$ cat src/rtl/apr_pkg.sv
// Purpose: shared constants and types for the converter host port controller
// Assumes: 200 MHz system clock
// Notes:   times are kept in ns and turned into cycle counts here
package apr_pkg;
  localparam int unsigned CLK_NS       = 5;
  localparam int unsigned DATA_W       = 8;
  localparam int unsigned CHAN_W       = 3;
  // host-side timing, converter port
  localparam int unsigned ACQ_NS       = 30;    // read end to next start, high-speed mode
  localparam int unsigned PWRUP_NS     = 1000;  // power-up with external reference
  localparam int unsigned STROBE_NS    = 20;    // least low time of start and read strobes
  localparam int unsigned EOC_MAX_NS   = 110;   // longest end-of-conversion pulse
  localparam int unsigned ACQ_CYC      = (ACQ_NS + CLK_NS - 1) / CLK_NS;
  localparam int unsigned PWRUP_CYC    = (PWRUP_NS + CLK_NS - 1) / CLK_NS;
  localparam int unsigned STROBE_CYC   = (STROBE_NS + CLK_NS - 1) / CLK_NS;
  localparam int unsigned EOC_MAX_CYC  = EOC_MAX_NS / CLK_NS;
  localparam int unsigned TMR_W        = 16;

  // one user command
  typedef struct packed {
    logic [CHAN_W-1:0] chan;   // channel for the following conversion
    logic              low_power; // power down after this conversion
  } apr_cmd_s;

  // one returned sample
  typedef struct packed {
    logic [CHAN_W-1:0] chan;
    logic [DATA_W-1:0] data;
  } apr_res_s;
endpackage : apr_pkg

$ cat src/rtl/apr_host.sv
// Purpose: host controller driving a parallel 8-bit sampling converter port
// Assumes: converter pins are asynchronous to CLK_I and synchronised here
// Notes:   one conversion per command; result returned with its channel
//
// What this block does
// - end pulse used as edge interrupt
// - data valid while select and read low
// - select driven low only together with read, never alone
// - end pulse may drive select and read
// - channel from the three chan bits of the command
// - select decode ignores channel bits
// - start strobe alone runs stand-alone mode
// - wait 30 ns after read before start
`timescale 1ns/1ps
module apr_host #(
  parameter int unsigned NUM_CHAN  = 8,
  parameter int unsigned PWRUP_CYC = apr_pkg::PWRUP_CYC
) (
  input  wire logic                       CLK_I,
  input  wire logic                       SYS_RST_I,
  input  wire logic                       CMD_VALID_I,
  output logic                            CMD_READY_O,
  input  wire apr_pkg::apr_cmd_s          CMD_I,
  output logic                            RES_VALID_O,
  output apr_pkg::apr_res_s               RES_O,
  output logic                            CONVERT_START_N_O,
  output logic                            CS_N_O,
  output logic                            RD_N_O,
  output logic [apr_pkg::CHAN_W-1:0]      CHANNEL_SEL_O,
  input  wire logic                       EOC_N_I,
  input  wire logic [apr_pkg::DATA_W-1:0] DB_I,
  output logic                            TIMEOUT_O
);
  typedef enum logic [2:0] {
    ST_IDLE, ST_WAKE, ST_START, ST_WAIT_EOC, ST_READ, ST_HOLD, ST_ACQ
  } apr_state_e;

  apr_state_e                 state;
  logic [apr_pkg::TMR_W-1:0]  tmr;
  logic                       eoc_q1;
  logic                       eoc_q2;
  logic                       eoc_q3;
  logic [apr_pkg::DATA_W-1:0] db_q1;
  logic [apr_pkg::DATA_W-1:0] db_q2;
  logic                       powered;
  apr_pkg::apr_cmd_s          cmd;
  logic                       eoc_fall;
  // tmr times every timed state and is cleared on each move
  logic                       woken;     // start has risen since reset
  logic [apr_pkg::CHAN_W-1:0] read_chan; // channel the part latched last

  // two-flop synchronisers; third stage only for edge detect
  always_ff @(posedge CLK_I) begin
    if (SYS_RST_I) begin
      eoc_q1 <= 1'b1;
      eoc_q2 <= 1'b1;
      eoc_q3 <= 1'b1;
      db_q1  <= '0;
      db_q2  <= '0;
    end else begin
      eoc_q1 <= EOC_N_I;
      eoc_q2 <= eoc_q1;
      eoc_q3 <= eoc_q2;
      db_q1  <= DB_I;
      db_q2  <= db_q1;
    end
  end

  // end pulse treated as a falling-edge event, not a level
  assign eoc_fall    = eoc_q3 & ~eoc_q2;
  // ready straight from state, so a command is taken in the cycle it is seen
  assign CMD_READY_O = (state == ST_IDLE);

  // conversion sequencer
  always_ff @(posedge CLK_I) begin
    if (SYS_RST_I) begin
      state   <= ST_IDLE;
      tmr     <= '0;
      cmd     <= '0;
      powered <= 1'b0;
      woken   <= 1'b0;
    end else begin
      case (state)
        ST_IDLE: begin
          if (CMD_VALID_I) begin
            cmd   <= CMD_I;
            tmr   <= '0;
            // part starts unpowered; wake it with a rising start edge first
            state <= powered ? ST_START : ST_WAKE;
          end
        end
        ST_WAKE: begin
          if (!woken) begin
            // nothing has risen since reset: pulse start low so its rise wakes the part
            if (tmr == apr_pkg::TMR_W'(apr_pkg::STROBE_CYC - 1)) begin
              tmr   <= '0;
              woken <= 1'b1;
            end else begin
              tmr <= tmr + 1'b1;
            end
          end else if (tmr == apr_pkg::TMR_W'(PWRUP_CYC - 1)) begin
            // start stays high for PWRUP_CYC cycles; the part can still see the fall just before its power-up ends and hold it pending
            tmr     <= '0;
            powered <= 1'b1;
            state   <= ST_START;
          end else begin
            tmr <= tmr + 1'b1;
          end
        end
        ST_START: begin
          // start held low for the strobe time, conversion begins at the fall
          if (tmr == apr_pkg::TMR_W'(apr_pkg::STROBE_CYC - 1)) begin
            tmr   <= '0;
            state <= ST_WAIT_EOC;
          end else begin
            tmr <= tmr + 1'b1;
          end
        end
        ST_WAIT_EOC: begin
          if (eoc_fall) begin
            tmr   <= '0;
            state <= ST_READ;
          end else if (tmr == apr_pkg::TMR_W'(PWRUP_CYC - 1)) begin
            tmr   <= '0;
            state <= ST_HOLD;
          end else begin
            tmr <= tmr + 1'b1;
          end
        end
        ST_READ: begin
          // read held long enough for bus settle plus synchroniser delay
          if (tmr == apr_pkg::TMR_W'(apr_pkg::STROBE_CYC + 1)) begin
            tmr   <= '0;
            state <= ST_HOLD;
          end else begin
            tmr <= tmr + 1'b1;
          end
        end
        ST_HOLD: begin
          // in low-power mode keep start low past the end pulse so the part samples the mode; high-speed mode moves on at once
          // the rise on the move to ACQ begins the next wake, so woken stays set
          if (!cmd.low_power || tmr == apr_pkg::TMR_W'(apr_pkg::EOC_MAX_CYC)) begin
            tmr     <= '0;
            powered <= ~cmd.low_power;
            state   <= ST_ACQ;
          end else begin
            tmr <= tmr + 1'b1;
          end
        end
        ST_ACQ: begin
          if (tmr == apr_pkg::TMR_W'(apr_pkg::ACQ_CYC - 1)) begin
            tmr   <= '0;
            state <= ST_IDLE;
          end else begin
            tmr <= tmr + 1'b1;
          end
        end
        default: state <= ST_IDLE;
      endcase
    end
  end

  // pin drive from flops; in low-power mode start low from conversion to mode sampling
  always_ff @(posedge CLK_I) begin
    if (SYS_RST_I) begin
      CONVERT_START_N_O <= 1'b1;
      CS_N_O            <= 1'b1;
      RD_N_O            <= 1'b1;
      CHANNEL_SEL_O     <= '0;
    end else begin
      // high-speed mode lifts start after the strobe so the end rise samples it high;
      // low-power mode holds it low until the part has sampled the level
      CONVERT_START_N_O <= ~((state == ST_START) || (state == ST_WAKE && !woken) ||
                             (cmd.low_power && (state == ST_WAIT_EOC || state == ST_READ ||
                                                state == ST_HOLD)));
      CS_N_O            <= ~(state == ST_READ);
      RD_N_O            <= ~(state == ST_READ);
      // channel set up from the command ahead of the read so the falling edge latches it
      if (NUM_CHAN > 1) begin
        CHANNEL_SEL_O <= cmd.chan;
      end else begin
        CHANNEL_SEL_O <= '0;
      end
    end
  end

  // capture the byte at the end of the read window
  always_ff @(posedge CLK_I) begin
    if (SYS_RST_I) begin
      RES_VALID_O <= 1'b0;
      RES_O       <= '0;
      TIMEOUT_O   <= 1'b0;
      read_chan   <= '0;
    end else begin
      RES_VALID_O <= 1'b0;
      TIMEOUT_O   <= 1'b0;
      if (state == ST_READ && tmr == apr_pkg::TMR_W'(apr_pkg::STROBE_CYC + 1)) begin
        RES_VALID_O <= 1'b1;
        RES_O.data  <= db_q2;
        // byte belongs to the channel the part latched at the previous read
        RES_O.chan  <= read_chan;
        read_chan   <= CHANNEL_SEL_O;
      end
      // no end pulse within the wait budget: report and move on
      if (state == ST_WAIT_EOC && !eoc_fall && tmr == apr_pkg::TMR_W'(PWRUP_CYC - 1)) begin
        TIMEOUT_O <= 1'b1;
      end
    end
  end
endmodule // apr_host

$ cat config.mk
export PLATFORM = sky130hd
export DESIGN_NAME = apr_host
export DESIGN_NICKNAME = d
export VERILOG_FILES = /design/src/rtl/apr_pkg.sv /design/src/rtl/apr_host.sv
export SDC_FILE = /design/constraint.sdc
export NUM_CORES = 1
export LEC_CHECK = 0
export ABC_AREA = 1
export BUFFER_PORTS_ARGS = -buffer_cell sky130_fd_sc_hd__buf_4
export CAP_MARGIN = 10
export CORE_MARGIN = 3
export CORE_UTILIZATION = 55
export DETAILED_ROUTE_END_ITERATION = 7
export GPL_TIMING_DRIVEN = 0
export PLACE_DENSITY = 0.74
export SYNTH_ARGS = -nofsm -noshare
export SYNTH_HDL_FRONTEND = slang
export SYNTH_SLANG_ARGS = --single-unit
$ cat constraint.sdc
create_clock -name CLK_I -period 3.29 [get_ports CLK_I]
set_clock_uncertainty 0.05 [all_clocks]
set_input_delay 0.4935 -clock CLK_I [delete_from_list [all_inputs] [get_ports CLK_I]]
set_output_delay 0.4935 -clock CLK_I [all_outputs]
set_load 0.1 [all_outputs]
Yosys cells after proc, flatten, opt, wreduce, memory -nomap -nowiden
Cells that the tools add are included.
{ "word_totals": {"reg_bits": 65, "in_bits": 16} }
{ "classes": {"addsub": 1, "n_eq_ne": 18, "mux": 27, "bitwise": 5, "reduce_logical": 21} }
{ "op_table": {"columns": ["op", "n"], "rows": [
  ["two-way mux 16 bit", 7],
  ["one-hot mux 16 bit (6 select lines)", 1],
  ["two-way mux 3 bit", 9],
  ["one-hot mux 3 bit (7 select lines)", 1],
  ["adder 16 x 1 -> 16 bit, second input constant", 1],
  ["equality test 16 x 2 -> 1 bit, second input constant", 1],
  ["equality test 16 x 3 -> 1 bit, second input constant", 1],
  ["equality test 16 x 5 -> 1 bit, second input constant", 1],
  ["equality test 16 x 8 -> 1 bit, second input constant", 1],
  ["inequality test 2 bit, second input constant", 7],
  ["equality test 3 bit, second input constant", 3],
  ["AND reduction 8 bit", 1],
  ["two-way mux 1 bit", 7],
  ["equality test 3 x 2 -> 1 bit, second input constant", 2],
  ["nonzero test 6 bit", 1],
  ["logical AND 1 bit", 5],
  ["logical OR 1 bit", 5],
  ["inverter 1 bit", 4],
  ["AND reduction 2 bit", 2],
  ["AND reduction 4 bit", 1],
  ["equality test 3 x 1 -> 1 bit, second input constant", 1],
  ["logical NOT 1 bit", 3],
  ["logical NOT 3 bit", 1],
  ["inequality test 3 bit, second input constant", 1],
  ["other kinds (5)", 5]
]} }

Longest topological paths before layout
{ "logic_depth": {"depth_word": 6, "depth_mapped": 12, "ltp_nobuf": 12} }

Worst setup path before layout
OpenSTA, ideal clock, no wires.
{ "synth_timing": {"path_kind": "register to output", "from": "register RD_N_O", "to": "output RD_N_O", "t_arrival_ns": 1.356, "required_ns": 2.747, "slack_ns": 1.390, "stages_incl_launch_ff": 2, "path_cell_list": "dfxtp_1 -> buf_4"} }
{ "synth_rtl": {"columns": ["element", "line_no", "text"], "rows": [
  ["start, declared", "apr_host.sv:28", "output logic RD_N_O,"],
  ["start signal, assigned", "apr_host.sv:177", "RD_N_O <= ~(state == ST_READ);"]
]} }
No word-level cell between the ends.

Worst setup path after layout
{ "layout_timing": {"from": "register state[2]", "to": "output CMD_READY_O"} }
{ "layout_via": {"elab_chain_len": 1} }
{ "layout_lines": {"columns": ["element", "line_no", "text"], "rows": [
  ["start, declared", "apr_host.sv:38", "apr_state_e state;"],
  ["start signal, assigned", "apr_host.sv:89", "state <= powered ? ST_START : ST_WAKE;"],
  ["logical NOT 3 bit", "apr_host.sv:72", "assign CMD_READY_O = (state == ST_IDLE);"],
  ["end, declared", "apr_host.sv:22", "output logic CMD_READY_O,"]
]} }
No other way between the ends.

==> impl_metrics.csv <==
group,metric,value,unit
run_status,outcome,"finished clean",
setup_path,r2r-start,"tmr[1]$_SDFFE_PP0P_",
sta,hold_viol,0,
sta,final.period_utilization,0.584,
cts,cts_resized,0,
cts,cts-root-buf,"clkbuf_8",
cts,cts.clk_slew.worst_paths,0.07,ns
yosys,synth_edf_count,0,
setup_path,r2r-end,"tmr[11]$_SDFFE_PP0P_",
worst_hold_path,hold_depth,2,
floorplanning,die_w,78.7,um
floorplanning,coreArea,4910,sq um
pwr,vdd_drop_max,0.000591,V
yosys,synth.avg_cell_area,7.51,sq um
setup_path,worstSetupStartpointType,"flip-flop",
finish,stdcell_count,504,
cts,clock_path_buffers,2,
floorplanning,pin_count,36,
finish,synthToLayoutAreaGrowth,19.0,%
yosys,synth_cell_type_count,32,
worst_hold_path,hold_end,"eoc_q1$_SDFF_PP1_",
routing,vias_per_cell,4.83,
sta,setup_viol,0,
worst_hold_path,min_from,"EOC_N_I",
cts,numClockSinks,65,
setup_path,worstPathRequired,2.75,ns
global_route,track_usage,0.208,
setup_path,r2r_setup_slack,1.47,ns
sta,hold_ws,0.281,ns
routing,first_pass_iters,5,
pwr,powerDensity,676,nW/um^2
setup_path,worstPathMaxFanout,6,
finish,fill_cells,414,
yosys,synth.most_common_cell,"dfxtp_1",
placed_design,dpl.cell_count,488,
floorplanning,rows,25,
sta,rsz0062_at_grt,"no",
finish,fin_area,3460,sq um
setup_path,reg2reg_depth,10,
sta,timing.fmax,521,MHz
sta,min_period,1.92,ns
finish,nets,452,
yosys,synthTopCellsByArea,"dfxtp_1 (45%), inv_1 (8.1%), nand2_1 (7.5%), nor2_1 (7.0%), a21oi_1 (5.0%)",
finish,drive_gt1_frac,0.220,
sta,drv_slew,0,
flow_run,drv_cap,0,
setup_path,critPathSlowestCell,"dfxtp_1",
yosys,syn_nets,407,
placed_design,io_buffers,34,
routing,vias,2432,
routing,finalWirelength,5690,um
yosys,yosysSeqAreaShare,0.448,
yosys,ys_warn_count,0,
routing,ant_nets,0,
setup_path,worst-setup-path-type,"reg -> out",
yosys,ys_ff_latch,65,
yosys,synth_top_area_frac,0.448,
yosys,synth_common_cells,"dfxtp_1 (65), inv_1 (63), nand2_1 (58), nor2_1 (54), a21oi_1 (29)",
pwr,p_leak,1.53,nW
yosys,synthesis.area,2910,sq um
global_route,grt-ovfl-total,0,
sta,fin_tns_setup,0,ns
yosys,synth_cells,387,
cts,cts_tree,"done",
routing,drtIter0Drc,104,
yosys,synthFlopType,"dfxtp_1",
cts,cts_setup_buffers,0,
cts,htree_levels,3,
cts,cts_inserted_buffers,9,
floorplanning,die_height,78.7,um
yosys,synth-async-reset-ratio,0,
setup_path,worst_ep_arrival_time,1.38,ns
finish,antenna_cells,0,
setup_path,crit_path_max_incr_delay,0.40,ns
global_route,grt_pass1_vias,2302,
sta,maxSlewHeadroom,0.651,
global_route,grt_pass1_wl,10100,um
cts,clock_latency,0.35,ns
yosys,synth_area_leader_cell,"dfxtp_1",
global_route,antenna_found_initial,0,
routing,avgRoutedWirePerCell,11.3,um
global_route,grt_max_degree,13,
cts,ctsHoldBuffers,0,
floorplanning,initial_core_util,0.592,
floorplanning,die-area,6190,sq um
setup_path,crit_path_end_kind,"output pin",
placed_design,dp.final_hpwl,4140,um
placed_design,gp_congestion,0.871,
placed_design,placed_cell_area,3250,sq um
worst_hold_path,hold_class,"in -> reg",
routing,drc,0,
sta,tightest_slew,0.524,ns
setup_path,cp_cell_sequence,"inv_2 -> nand2_4 -> nor2_4 -> buf_4",
==> logic make-up (layout without fill, tap and decap cells) <==
kind of cell,after synthesis,in the layout,synth area share
DFF,65,65,0.448
AOI/OAI and AO/OA,57,57,0.101
adders and majority gates,4,4,0.0172
and+or+nand+nor,173,173,0.301
buffers and inverters,83,133,0.118
xor gates and xnor gates,5,5,0.0151
==> state kept, by name (all words and copies together), names as in the netlist <==
signal and count:
tmr 16, RES_O 11, db_q1 8, db_q2 8, cmd 4, CHANNEL_SEL_O 3, read_chan 3, state 3
CONVERT_START_N_O 1, RD_N_O 1, RES_VALID_O 1, TIMEOUT_O 1, eoc_q1 1, eoc_q2 1, eoc_q3 1, powered 1
woken 1
==> metal layers <==
layer | GRT usage | routed length [um]
met1 | 0.252 | 2530
met2 | 0.331 | 2720
met3 | 0.0850 | 377
met4 | 0.0787 | 62
met5 | 0 | 0
==> placed cells by master, fill, tap and decap left out, drive strengths merged, types with 5 or more instances in the layout <==
cell type  count
inv           71
nor2          70
nand2         68
dfxtp         65
buf           42
a21oi         29
o21ai         25
nand3         18
clkbuf        16
nor3           9
xor2           5
==> worst max-delay path by stage <==
stage | startpoint | to | slack, ns | depth (start not counted)
floorplan | RD_N_O$_SDFF_PP1_ | RD_N_O | 1.39 | 1
global placement | tmr[1]$_SDFFE_PP0P_ | tmr[9]$_SDFFE_PP0P_ | 1.50 | 10
detailed placement | tmr[1]$_SDFFE_PP0P_ | tmr[11]$_SDFFE_PP0P_ | 1.48 | 10
CTS | state[2]$_SDFFE_PP0P_ | CMD_READY_O | 1.35 | 4
global route | tmr[1]$_SDFFE_PP0P_ | state[1]$_SDFFE_PP0P_ | 1.25 | 10
finish | state[2]$_SDFFE_PP0P_ | CMD_READY_O | 1.37 | 4
==> critical path, delay by kind of cell (launching register included) <==
family,cells,cell delay [ns]
DFF,1,0.40
and+or+nand+nor,2,0.19
buffers and inverters,2,0.44
==> where the power goes <==
part / leakage [nW] / internal (mW) / switching (mW)
logic: 0.901 / 0.218 / 0.518
clock network: 0.0982 / 0.393 / 0.318
registers: 0.530 / 0.848 / 0.0433
==> layout make-up <==
cell class | count | area (sq um) | share of cell area
well taps | 67 | 83.8 | 0.0242
multi-input cells | 239 | 1260 | 0.365
flip-flops and latches | 65 | 1300 | 0.376
clock inverters | 5 | 61.3 | 0.0177
clock buffers | 11 | 151 | 0.0438
plain buffers | 13 | 80.1 | 0.0232
inverters | 70 | 263 | 0.0760
repair buffers | 34 | 255 | 0.0738
==> through the flow <==
step	power (mW)	utilization	worst slack [ns]
floorplan	1.51	-	1.39
global placement	1.64	0.661	1.50
detailed placement	1.65	0.661	1.48
CTS	2.36	0.704	1.35
global route	2.49	0.704	1.25
finish	2.34	0.704	1.37
Note: power is estimated with default switching activity, not from simulation.
